### config.mk
export PLATFORM = sky130hd
export DESIGN_NAME = dvmoc_core
export DESIGN_NICKNAME = d
export VERILOG_FILES = /design/src/rtl/dvmoc_pkg.sv /design/src/rtl/dvmoc_gain_rom.sv /design/src/rtl/dvmoc_core.sv
export SDC_FILE = /design/constraint.sdc
export NUM_CORES = 2
export LEC_CHECK = 0
export ABC_AREA = 1
export BUFFER_PORTS_ARGS = -buffer_cell sky130_fd_sc_hd__buf_2
export CORE_ASPECT_RATIO = 1.4
export CORE_UTILIZATION = 45
export CTS_CLUSTER_DIAMETER = 80
export DETAILED_ROUTE_END_ITERATION = 16
export GPL_TIMING_DRIVEN = 0
export HOLD_SLACK_MARGIN = 0.08
export PLACE_DENSITY_LB_ADDON = 0.12
export SYNTH_ARGS = -nofsm -noshare
export SYNTH_HDL_FRONTEND = slang
export SYNTH_SLANG_ARGS = --single-unit
### constraint.sdc
create_clock -name clk_sys -period 9.1 [get_ports clk_sys]
set_clock_uncertainty 0.2 [all_clocks]
set_input_delay 0.91 -clock clk_sys [delete_from_list [all_inputs] [get_ports clk_sys]]
set_output_delay 0.91 -clock clk_sys [all_outputs]
set_load 0.01 [all_outputs]
### src/rtl/dvmoc_pkg.sv
/*
 * constants for the playback volume, soft silence and output control block.
 * assumes one system clock and a one-cycle sample strobe at the rate fs.
 */
`default_nettype none
package dvmoc_pkg;
	// volume codes
	localparam logic [7:0] VOL_CODE_MAX = 8'h00; // +12 dB
	localparam logic [7:0] VOL_CODE_RESET = 8'h18; // 0 dB
	localparam logic [7:0] VOL_CODE_MUTE = 8'hFF; // silence
	// internal attenuation levels: 1062 levels, 0..1061
	localparam int RAMP_LEVELS = 1062;
	localparam int SLOW_RAMP_SAMPLES = 1061;
	localparam int FAST_RAMP_SAMPLES = 256;
	localparam logic [10:0] LEVEL_MUTE = 11'h425; // 1061
	// fast: per code 4 levels plus mute step; slow: one level per sample
	localparam logic [10:0] SLOW_STEP = 11'h004;
	localparam logic [10:0] FAST_STEP = 11'h004;
	localparam logic [10:0] SLOW_DELTA = 11'h001;
	localparam logic [10:0] LEVEL_RESET = 11'h060; // code 18H times 4
	// last fast-grid level (code FFH times 4); fast mode jumps from here to mute
	localparam logic [10:0] FAST_TOP = 11'h3FC; // 1020
	// gain table fraction bits (gain scaled by 2^14 at 0 dB)
	localparam int GAIN_FRAC = 14;
	localparam int GAIN_W = 18;
	// unity gain, the gain of LEVEL_RESET
	localparam logic [GAIN_W-1:0] GAIN_RESET = 18'h04000;
	// line output modes
	typedef enum logic [1:0] {
		DVMOC_LINE_OFF = 2'b00,
		DVMOC_LINE_RUN = 2'b01,
		DVMOC_LINE_FALL = 2'b10,
		DVMOC_LINE_RISE = 2'b11
	} dvmoc_line_mode_t;
	// sample pair buffer depth
	localparam int BUF_DEPTH = 2;
endpackage
`default_nettype wire

### src/rtl/dvmoc_gain_rom.sv
/*
 * registered gain table: attenuation level to linear gain.
 * assumes the caller holds the level steady while it needs the gain.
 */
`default_nettype none
module dvmoc_gain_rom
	import dvmoc_pkg::*;
(
	input wire logic clk_sys,
	input wire logic rst_n,
	input wire logic [10:0] level,
	output logic [GAIN_W-1:0] gain
);
	// 4 levels per 0.5 dB step: each level is 0.125 dB, 48 levels per 6 dB
	logic [8:0] mant [0:47];
	logic [5:0] octave;
	logic [5:0] frac;
	logic [GAIN_W-1:0] gainD;
	logic [10:0] levelQ;

	// mantissa table 2^(-k/48) scaled by 256, filled by a loop
	genvar k;
	generate
		for (k = 0; k < 48; k++) begin : g_mant
			assign mant[k] = 9'(int'(256.0 * (2.0 ** (-real'(k) / 48.0))));
		end
	endgenerate

	// split level into 6 dB octaves and the fraction within
	assign octave = 6'(levelQ / 11'd48);
	assign frac = 6'(levelQ % 11'd48);
	// mantissa 256 is 1.0; the extra 2 puts level 0 at four times unity
	assign gainD = (levelQ >= LEVEL_MUTE) ? '0 :
		GAIN_W'((({9'h000, mant[frac]} << (GAIN_FRAC - 8 + 2)))
		>> octave);

	// register level then gain so the read data comes from a flip-flop
	always_ff @(posedge clk_sys or negedge rst_n) begin
		if (!rst_n) begin
			levelQ <= LEVEL_RESET;
			gain <= GAIN_RESET; // matches the reset level, no dead first word
		end else begin
			levelQ <= level;
			gain <= gainD;
		end
	end
endmodule // dvmoc_gain_rom
`default_nettype wire

### src/rtl/dvmoc_core.sv
/*
 * playback volume with soft ramps, soft silence, and output path control.
 * assumes a one-cycle sampleStrobe per sample period, and sample pairs
 * offered with valid/ready; control bits come straight from host logic.
 */
`default_nettype none
module dvmoc_core
	import dvmoc_pkg::*;
#(
	parameter int SAMPLE_W = 16
)(
	input wire logic clk_sys,
	input wire logic rst_n,
	input wire logic sampleStrobe,
	input wire logic [SAMPLE_W-1:0] inLeft,
	input wire logic [SAMPLE_W-1:0] inRight,
	input wire logic inValid,
	output logic inReady,
	output logic [SAMPLE_W-1:0] outLeft,
	output logic [SAMPLE_W-1:0] outRight,
	output logic outValid,
	input wire logic outReady,
	input wire logic [7:0] left_volume_code,
	input wire logic [7:0] right_volume_code,
	input wire logic common_volume_select,
	input wire logic volume_ramp_time_select,
	input wire logic soft_silence_request,
	input wire logic mono_input_power,
	input wire logic mono_to_headphone_route,
	input wire logic mono_to_line_route,
	input wire logic dac_to_line_route,
	input wire logic line_output_power,
	input wire logic line_output_power_save,
	input wire logic line_output_gain_select,
	input wire logic headphone_gain_select,
	input wire logic headphone_common_enable,
	input wire logic headphone_left_power,
	input wire logic headphone_right_power,
	output logic monoPowerOn,
	output logic monoToHeadphoneOn,
	output logic monoToLineOn,
	output logic lineDacDrive,
	output logic [1:0] lineMode,
	output logic lineGainHigh,
	output logic headphoneSwingHigh,
	output logic headphoneCommonUp,
	output logic headphoneAmpOn,
	output logic headphoneOutsLow,
	output logic leftMuted,
	output logic rightMuted
);
	logic [10:0] levelLQ, levelLD, levelRQ, levelRD;
	logic [10:0] targetL, targetR;
	logic [7:0] codeR;
	logic [GAIN_W-1:0] gainL, gainR;
	logic [SAMPLE_W-1:0] spareLQ, spareRQ, headLD, headRD;
	logic spareFull, headFree, doTake, headLoad, spareLoad, validD, readyD;
	logic [SAMPLE_W+GAIN_W-1:0] prodL, prodR;
	logic [SAMPLE_W-1:0] scaledL, scaledR;
	logic [10:0] stepL, stepR;

	// right code follows left when common select is set
	assign codeR = common_volume_select ? left_volume_code : right_volume_code;

	// target level: code times 4, mute code and soft silence go to full mute
	function automatic logic [10:0] codeToLevel(input logic [7:0] code,
		input logic silence);
		logic [10:0] lvl;
		lvl = {1'b0, code, 2'b00};
		if (silence || code == VOL_CODE_MUTE) begin
			lvl = LEVEL_MUTE;
		end
		return lvl;
	endfunction
	assign targetL = codeToLevel(left_volume_code, soft_silence_request);
	assign targetR = codeToLevel(codeR, soft_silence_request);

	// fast mode steps 4 levels per sample, slow mode one
	assign stepL = volume_ramp_time_select ? FAST_STEP : SLOW_DELTA;
	assign stepR = stepL;

	// move each level toward its target, never overshooting; in fast mode
	// the band above the last grid point is crossed in one step, so the
	// whole range is 255 grid steps plus one mute step
	function automatic logic [10:0] rampNext(input logic [10:0] cur,
		input logic [10:0] tgt, input logic [10:0] step,
		input logic fast);
		logic [10:0] nxt;
		nxt = cur;
		if (fast && cur >= FAST_TOP && tgt > cur) begin
			nxt = tgt;
		end else if (fast && cur > FAST_TOP && tgt < FAST_TOP) begin
			nxt = FAST_TOP;
		end else if (tgt > cur) begin
			nxt = (tgt - cur > step) ? 11'(cur + step) : tgt;
		end else if (tgt < cur) begin
			nxt = (cur - tgt > step) ? 11'(cur - step) : tgt;
		end
		return nxt;
	endfunction
	assign levelLD = sampleStrobe ?
		rampNext(levelLQ, targetL, stepL, volume_ramp_time_select) :
		levelLQ;
	assign levelRD = sampleStrobe ?
		rampNext(levelRQ, targetR, stepR, volume_ramp_time_select) :
		levelRQ;

	// applied attenuation levels
	always_ff @(posedge clk_sys or negedge rst_n) begin
		if (!rst_n) begin
			levelLQ <= LEVEL_RESET;
			levelRQ <= LEVEL_RESET;
		end else begin
			levelLQ <= levelLD;
			levelRQ <= levelRD;
		end
	end

	// gain lookups, registered inside
	dvmoc_gain_rom u_romL (
		.clk_sys(clk_sys),
		.rst_n(rst_n),
		.level(levelLQ),
		.gain(gainL)
	);
	dvmoc_gain_rom u_romR (
		.clk_sys(clk_sys),
		.rst_n(rst_n),
		.level(levelRQ),
		.gain(gainR)
	);

	// scale samples; 4x gain at +12 dB fits by saturating
	assign prodL = (SAMPLE_W+GAIN_W)'($signed(inLeft) *
		$signed({1'b0, gainL}));
	assign prodR = (SAMPLE_W+GAIN_W)'($signed(inRight) *
		$signed({1'b0, gainR}));
	function automatic logic [SAMPLE_W-1:0] sat(
		input logic [SAMPLE_W+GAIN_W-1:0] p);
		logic signed [SAMPLE_W+GAIN_W-1:0] s;
		logic signed [SAMPLE_W+GAIN_W-1:0] hi, lo;
		s = $signed(p) >>> GAIN_FRAC;
		hi = (SAMPLE_W+GAIN_W)'((1 <<< (SAMPLE_W - 1)) - 1);
		lo = -hi - 1;
		if (s > hi) begin
			s = hi;
		end else if (s < lo) begin
			s = lo;
		end
		return s[SAMPLE_W-1:0];
	endfunction
	assign scaledL = sat(prodL);
	assign scaledR = sat(prodR);

	// two-entry buffer: the output word plus one spare, so a word that
	// arrives while the receiver stalls is kept, not lost
	assign spareFull = !inReady; // spare in use exactly when not ready
	assign headFree = !outValid || outReady;
	assign doTake = inValid && inReady;
	assign headLoad = headFree && (spareFull || doTake);
	assign spareLoad = !headFree && doTake;
	assign validD = !headFree || spareFull || doTake;
	assign readyD = headFree || !(spareFull || doTake);
	assign headLD = spareFull ? spareLQ : scaledL;
	assign headRD = spareFull ? spareRQ : scaledR;

	// buffer flags, registered straight onto the ports
	always_ff @(posedge clk_sys or negedge rst_n) begin
		if (!rst_n) begin
			outValid <= 1'b0;
			inReady <= 1'b1;
		end else begin
			outValid <= validD;
			inReady <= readyD;
		end
	end

	// output word and spare word; the spare drains first to keep order
	always_ff @(posedge clk_sys or negedge rst_n) begin
		if (!rst_n) begin
			outLeft <= '0;
			outRight <= '0;
			spareLQ <= '0;
			spareRQ <= '0;
		end else begin
			if (headLoad) begin
				outLeft <= headLD;
				outRight <= headRD;
			end
			if (spareLoad) begin
				spareLQ <= scaledL;
				spareRQ <= scaledR;
			end
		end
	end

	// analog path control, all registered
	always_ff @(posedge clk_sys or negedge rst_n) begin
		if (!rst_n) begin
			monoPowerOn <= 1'b0;
			monoToHeadphoneOn <= 1'b0;
			monoToLineOn <= 1'b0;
			lineDacDrive <= 1'b0;
			lineMode <= DVMOC_LINE_OFF;
			lineGainHigh <= 1'b0;
			headphoneSwingHigh <= 1'b0;
			headphoneCommonUp <= 1'b0;
			headphoneAmpOn <= 1'b0;
			headphoneOutsLow <= 1'b1;
			leftMuted <= 1'b0;
			rightMuted <= 1'b0;
		end else begin
			monoPowerOn <= mono_input_power;
			monoToHeadphoneOn <= mono_input_power && mono_to_headphone_route;
			monoToLineOn <= mono_input_power && mono_to_line_route;
			lineDacDrive <= dac_to_line_route;
			lineMode <= {line_output_power_save, line_output_power};
			lineGainHigh <= line_output_gain_select;
			headphoneSwingHigh <= headphone_gain_select;
			headphoneCommonUp <= headphone_common_enable;
			headphoneAmpOn <= headphone_left_power || headphone_right_power;
			headphoneOutsLow <= !headphone_common_enable ||
				!(headphone_left_power || headphone_right_power);
			leftMuted <= (levelLQ == LEVEL_MUTE);
			rightMuted <= (levelRQ == LEVEL_MUTE);
		end
	end

	// checks
	ramp_step_a: assert property (@(posedge clk_sys) disable iff (!rst_n)
		!sampleStrobe |=> levelLQ == $past(levelLQ))
		else $error("level moved without sample strobe");
	ramp_bound_a: assert property (@(posedge clk_sys) disable iff (!rst_n)
		sampleStrobe && levelLQ < FAST_TOP |=>
		(levelLQ <= $past(levelLQ) + 11'd4 &&
		levelLQ + 11'd4 >= $past(levelLQ)))
		else $error("ramp step too large");
	fast_top_a: assert property (@(posedge clk_sys) disable iff (!rst_n)
		sampleStrobe && volume_ramp_time_select &&
		levelLQ >= FAST_TOP && targetL == LEVEL_MUTE |=>
		levelLQ == LEVEL_MUTE)
		else $error("fast ramp did not close the mute step");
	muted_flag_a: assert property (@(posedge clk_sys) disable iff (!rst_n)
		1'b1 |=> leftMuted == ($past(levelLQ) == LEVEL_MUTE))
		else $error("left mute flag does not follow level");
	silence_right_a: assert property (@(posedge clk_sys) disable iff (!rst_n)
		soft_silence_request |-> targetR == LEVEL_MUTE)
		else $error("silence does not aim right at mute");
	spare_valid_a: assert property (@(posedge clk_sys) disable iff (!rst_n)
		!inReady |-> outValid)
		else $error("spare word held without an output word");
	slow_step_a: assert property (@(posedge clk_sys) disable iff (!rst_n)
		sampleStrobe && !volume_ramp_time_select |=>
		(levelLQ <= $past(levelLQ) + 11'd1 &&
		levelLQ + 11'd1 >= $past(levelLQ)))
		else $error("slow ramp faster than one level");
	common_sel_a: assert property (@(posedge clk_sys) disable iff (!rst_n)
		common_volume_select |-> targetR == targetL)
		else $error("right target differs under common select");
	silence_tgt_a: assert property (@(posedge clk_sys) disable iff (!rst_n)
		soft_silence_request |-> targetL == LEVEL_MUTE)
		else $error("silence does not aim at mute");
	line_mode_a: assert property (@(posedge clk_sys) disable iff (!rst_n)
		1'b1 |=> lineMode == {$past(line_output_power_save),
		$past(line_output_power)})
		else $error("line mode wrong");
	hp_low_a: assert property (@(posedge clk_sys) disable iff (!rst_n)
		!headphone_left_power && !headphone_right_power |=>
		headphoneOutsLow && !headphoneAmpOn)
		else $error("headphone not held low");
	buf_hold_a: assert property (@(posedge clk_sys) disable iff (!rst_n)
		outValid && !outReady |=> outValid && $stable(outLeft))
		else $error("buffer lost word under stall");
	mono_pwr_a: assert property (@(posedge clk_sys) disable iff (!rst_n)
		!mono_input_power |=> !monoPowerOn && !monoToLineOn)
		else $error("mono path on without power");
	cov_silence: cover property (@(posedge clk_sys) disable iff (!rst_n)
		leftMuted && soft_silence_request);
	cov_fast: cover property (@(posedge clk_sys) disable iff (!rst_n)
		sampleStrobe && volume_ramp_time_select && levelLQ != levelLD);
	cov_full: cover property (@(posedge clk_sys) disable iff (!rst_n)
		!inReady);
	cov_fast_top: cover property (@(posedge clk_sys) disable iff (!rst_n)
		sampleStrobe && volume_ramp_time_select && levelLQ == FAST_TOP);
	cov_release: cover property (@(posedge clk_sys) disable iff (!rst_n)
		!soft_silence_request && levelLQ > LEVEL_RESET && !leftMuted);
endmodule // dvmoc_core
`default_nettype wire

==> impl_metrics.py <==
metrics = {
    "routing": {
        "vias": 26335,
        "drtIter0Drc": 1550,
        "drc": 0,
        "dr.pass1.iters": 5,
        "final_antenna_net_count": 0,
        "totalWireLength_mm": 88.5,
        "wire_per_inst_um": 17.4,
        "vias_per_cell": 5.19,
    },
    "synth": {
        "syn_inst": 4107,
        "synth_area_leaders": "fa_1, ha_1, nand2_1",
        "ys_warn_count": 0,
        "synth-seq-area-share": 0.130,
        "synth-edff-count": 0,
        "synth_top_family_by_area": "adder cells",
        "synth_compound_area_frac": 0.0837,
        "synth-seq-cells": 157,
        "synthFlopType": "dfrtp_1",
        "synth_area_leader_cell": "fa_1",
        "synth_common_cells": "nand2_1, inv_1, fa_1",
        "syn_avg_cell_area_um2": 7.38,
        "synth_cell_types": 52,
        "yosys.area_share.xor_xnor": 0.0295,
        "syn_area_um2": 30300,
        "ys_async_sr_fraction": 1.00,
        "yosysMostFrequentCell": "nand2_1",
        "synthAdderAreaFrac": 0.405,
        "synth_top_area_frac": 0.273,
        "synth_nets": 4906,
        "synth-simple-area-share": 0.220,
        "synthMuxAreaShare": 0.000330,
    },
    "clocking": {
        "clock_path_buffers": 2,
        "cts_resized": 0,
        "cts.sinks": 157,
        "numCtsBuffers": 17,
        "clk_latency_ns": 0.45,
        "htreeDepth": 4,
        "cts.clk_slew.worst_paths_ns": 0.08,
        "holdBufCountCts": 0,
        "cts_tree": "yes",
        "postCtsSetupRepairBufs": 0,
        "cts-root-buf": "clkbuf_16",
    },
    "timing": {
        "slew_headroom": 0.420,
        "hold_viol": 0,
        "fin_crit_sh": 0.905,
        "setup_tns_ns": 0,
        "worst_pin_slew_ns": 0.865,
        "final-setup-viol-count": 0,
        "rsz0062_at_grt": "false",
        "clock.fmax_mhz": 121,
        "fin_crit_ns": 8.23,
        "slew_violations": 0,
    },
    "layout": {
        "fin_nets": 5009,
        "drive_above_1_share": 0.0521,
        "seqCellArea_um2": 3940,
        "stdcell_count": 5079,
        "fillCellCount": 6981,
        "multi_input_area_um2": 22400,
        "syn2layout_area_growth_pct": 7.00,
    },
    "floorplanning": {
        "die_x_um": 221,
        "die_y_um": 309,
        "core_area_um2": 66700,
        "initial_core_util": 0.454,
        "pin_count": 114,
        "num_rows": 112,
        "dieArea_um2": 68400,
    },
    "worst_setup_path": {
        "critPathMaxStageDelay_ns": 0.69,
        "cp_max_fo": 10,
        "startpoint_type": "input port",
        "crit_slowest_cell": "fa_1",
        "endpoint_kind": "flip-flop",
        "critPathTopFamily": "adder cells",
        "cp.arrival_ns": 8.42,
        "cpMostUsedCell": "nand2_1",
        "path_buf_inv": 8,
        "crit_required_ns": 9.29,
        "critPathKind": "input port to flip-flop",
    },
    "place": {
        "hpwl_mm": 73.7,
        "dp_cells": 5046,
        "gp_congestion": 0.952,
        "portBuffers": 83,
    },
    "status": {
        "status": "complete, no violations",
    },
    "grt": {
        "grt_max_degree": 116,
        "grt_use_total": 0.268,
        "grt_pass1_vias": 27253,
        "grt_pass1_wl_mm": 144,
        "overflow": 0,
        "antenna_found_initial": 0,
    },
    "worst_hold_path": {
        "hp-class": "input port to asynchronous set/reset pin",
    },
    "job": {
        "max_cap_violations": 0,
    },
}
metal layers:
metal / global-route usage / wire length, µm / up-vias
met1: 0.323 / 35300 / 12721
met3: 0.0262 / 4220 / 168
met4: 0.117 / 3950 / 0
met2: 0.487 / 45000 / 723
met5: 0 / 0 / -
li1: - / - / 12723
through the flow:
stage / utilization / area (µm²) / setup slack [ns] / hold WS (ns)
after floorplan: - / 30300 / 1.88 / 0.162
after global placement: 0.477 / 31800 / 0.508 / 0.198
final: 0.486 / 32400 / 0.866 / 0.163
after global routing: 0.486 / 32400 / 0.454 / 0.180
after CTS: 0.486 / 32400 / 0.932 / 0.160
after detailed placement: 0.477 / 31800 / 0.474 / 0.193
sequential cells by signal, indices dropped and copies added, names as in the netlist, 2 cells and up:
register       flops
levelRQ           11
outLeft           16
u_romR.levelQ     11
outRight          16
u_romR.gain       17
u_romL.gain       17
levelLQ           11
spareLQ           16
lineMode           2
spareRQ           16
u_romL.levelQ     11
path summary, 6_finish.rpt:
path	endpoint	depth (start not counted)	start	slack, ns
min in group clk_sys	u_romR.levelQ[5]	0	levelRQ[5]	0.20
max in group asynchronous	levelLQ[9]	2	rst_n	7.65
worst max register to register	outLeft[8]	28	u_romL.gain[2]	1.12
worst min-delay path	lineGainHigh	1	rst_n	0.16
worst max-delay path	outLeft[8]	29	inLeft[6]	0.87
worst min register to register	u_romR.levelQ[5]	0	levelRQ[5]	0.20
final cells by class:
type	count	share of cell area
well taps	855	0.0330
flip-flops and latches	157	0.122
diodes	1	0.0000771
clock inverters	15	0.00528
inverters	897	0.104
plain buffers	164	0.0196
repair buffers	84	0.0140
clock buffers	17	0.0131
multi-input cells	2889	0.690
cells in the final DEF (no fill, tap or decap), types with 13 or more instances in the layout:
cell type and instances:
a21oi_1 177, a31oi_1 42, buf_2 97, clkbuf_1 143, clkbuf_16 17, dfrtp_1 145, fa_1 414, ha_1 318
inv_1 880, nand2_1 1025, nand3_1 190, nand4_1 27, nor2_1 245, nor3_1 40, o21ai_0 120, o21ai_1 19
o21bai_1 14, o22ai_1 13, or2_2 35, xnor2_1 27, xor2_1 75
cells by family (layout without fill, tap and decap cells):
logic type | Yosys count | after routing
AOI/OAI and AO/OA | 447 | 447
xor gates and xnor gates | 102 | 102
adders and majority gates | 732 | 732
buffers and inverters | 1061 | 1177
DFF | 157 | 157
muxes | 1 | 1
other | 0 | 1
and+or+nand+nor | 1607 | 1607
Power is not shown: default switching activity piles up to over one toggle a cycle in this logic, so the estimate is an artifact.
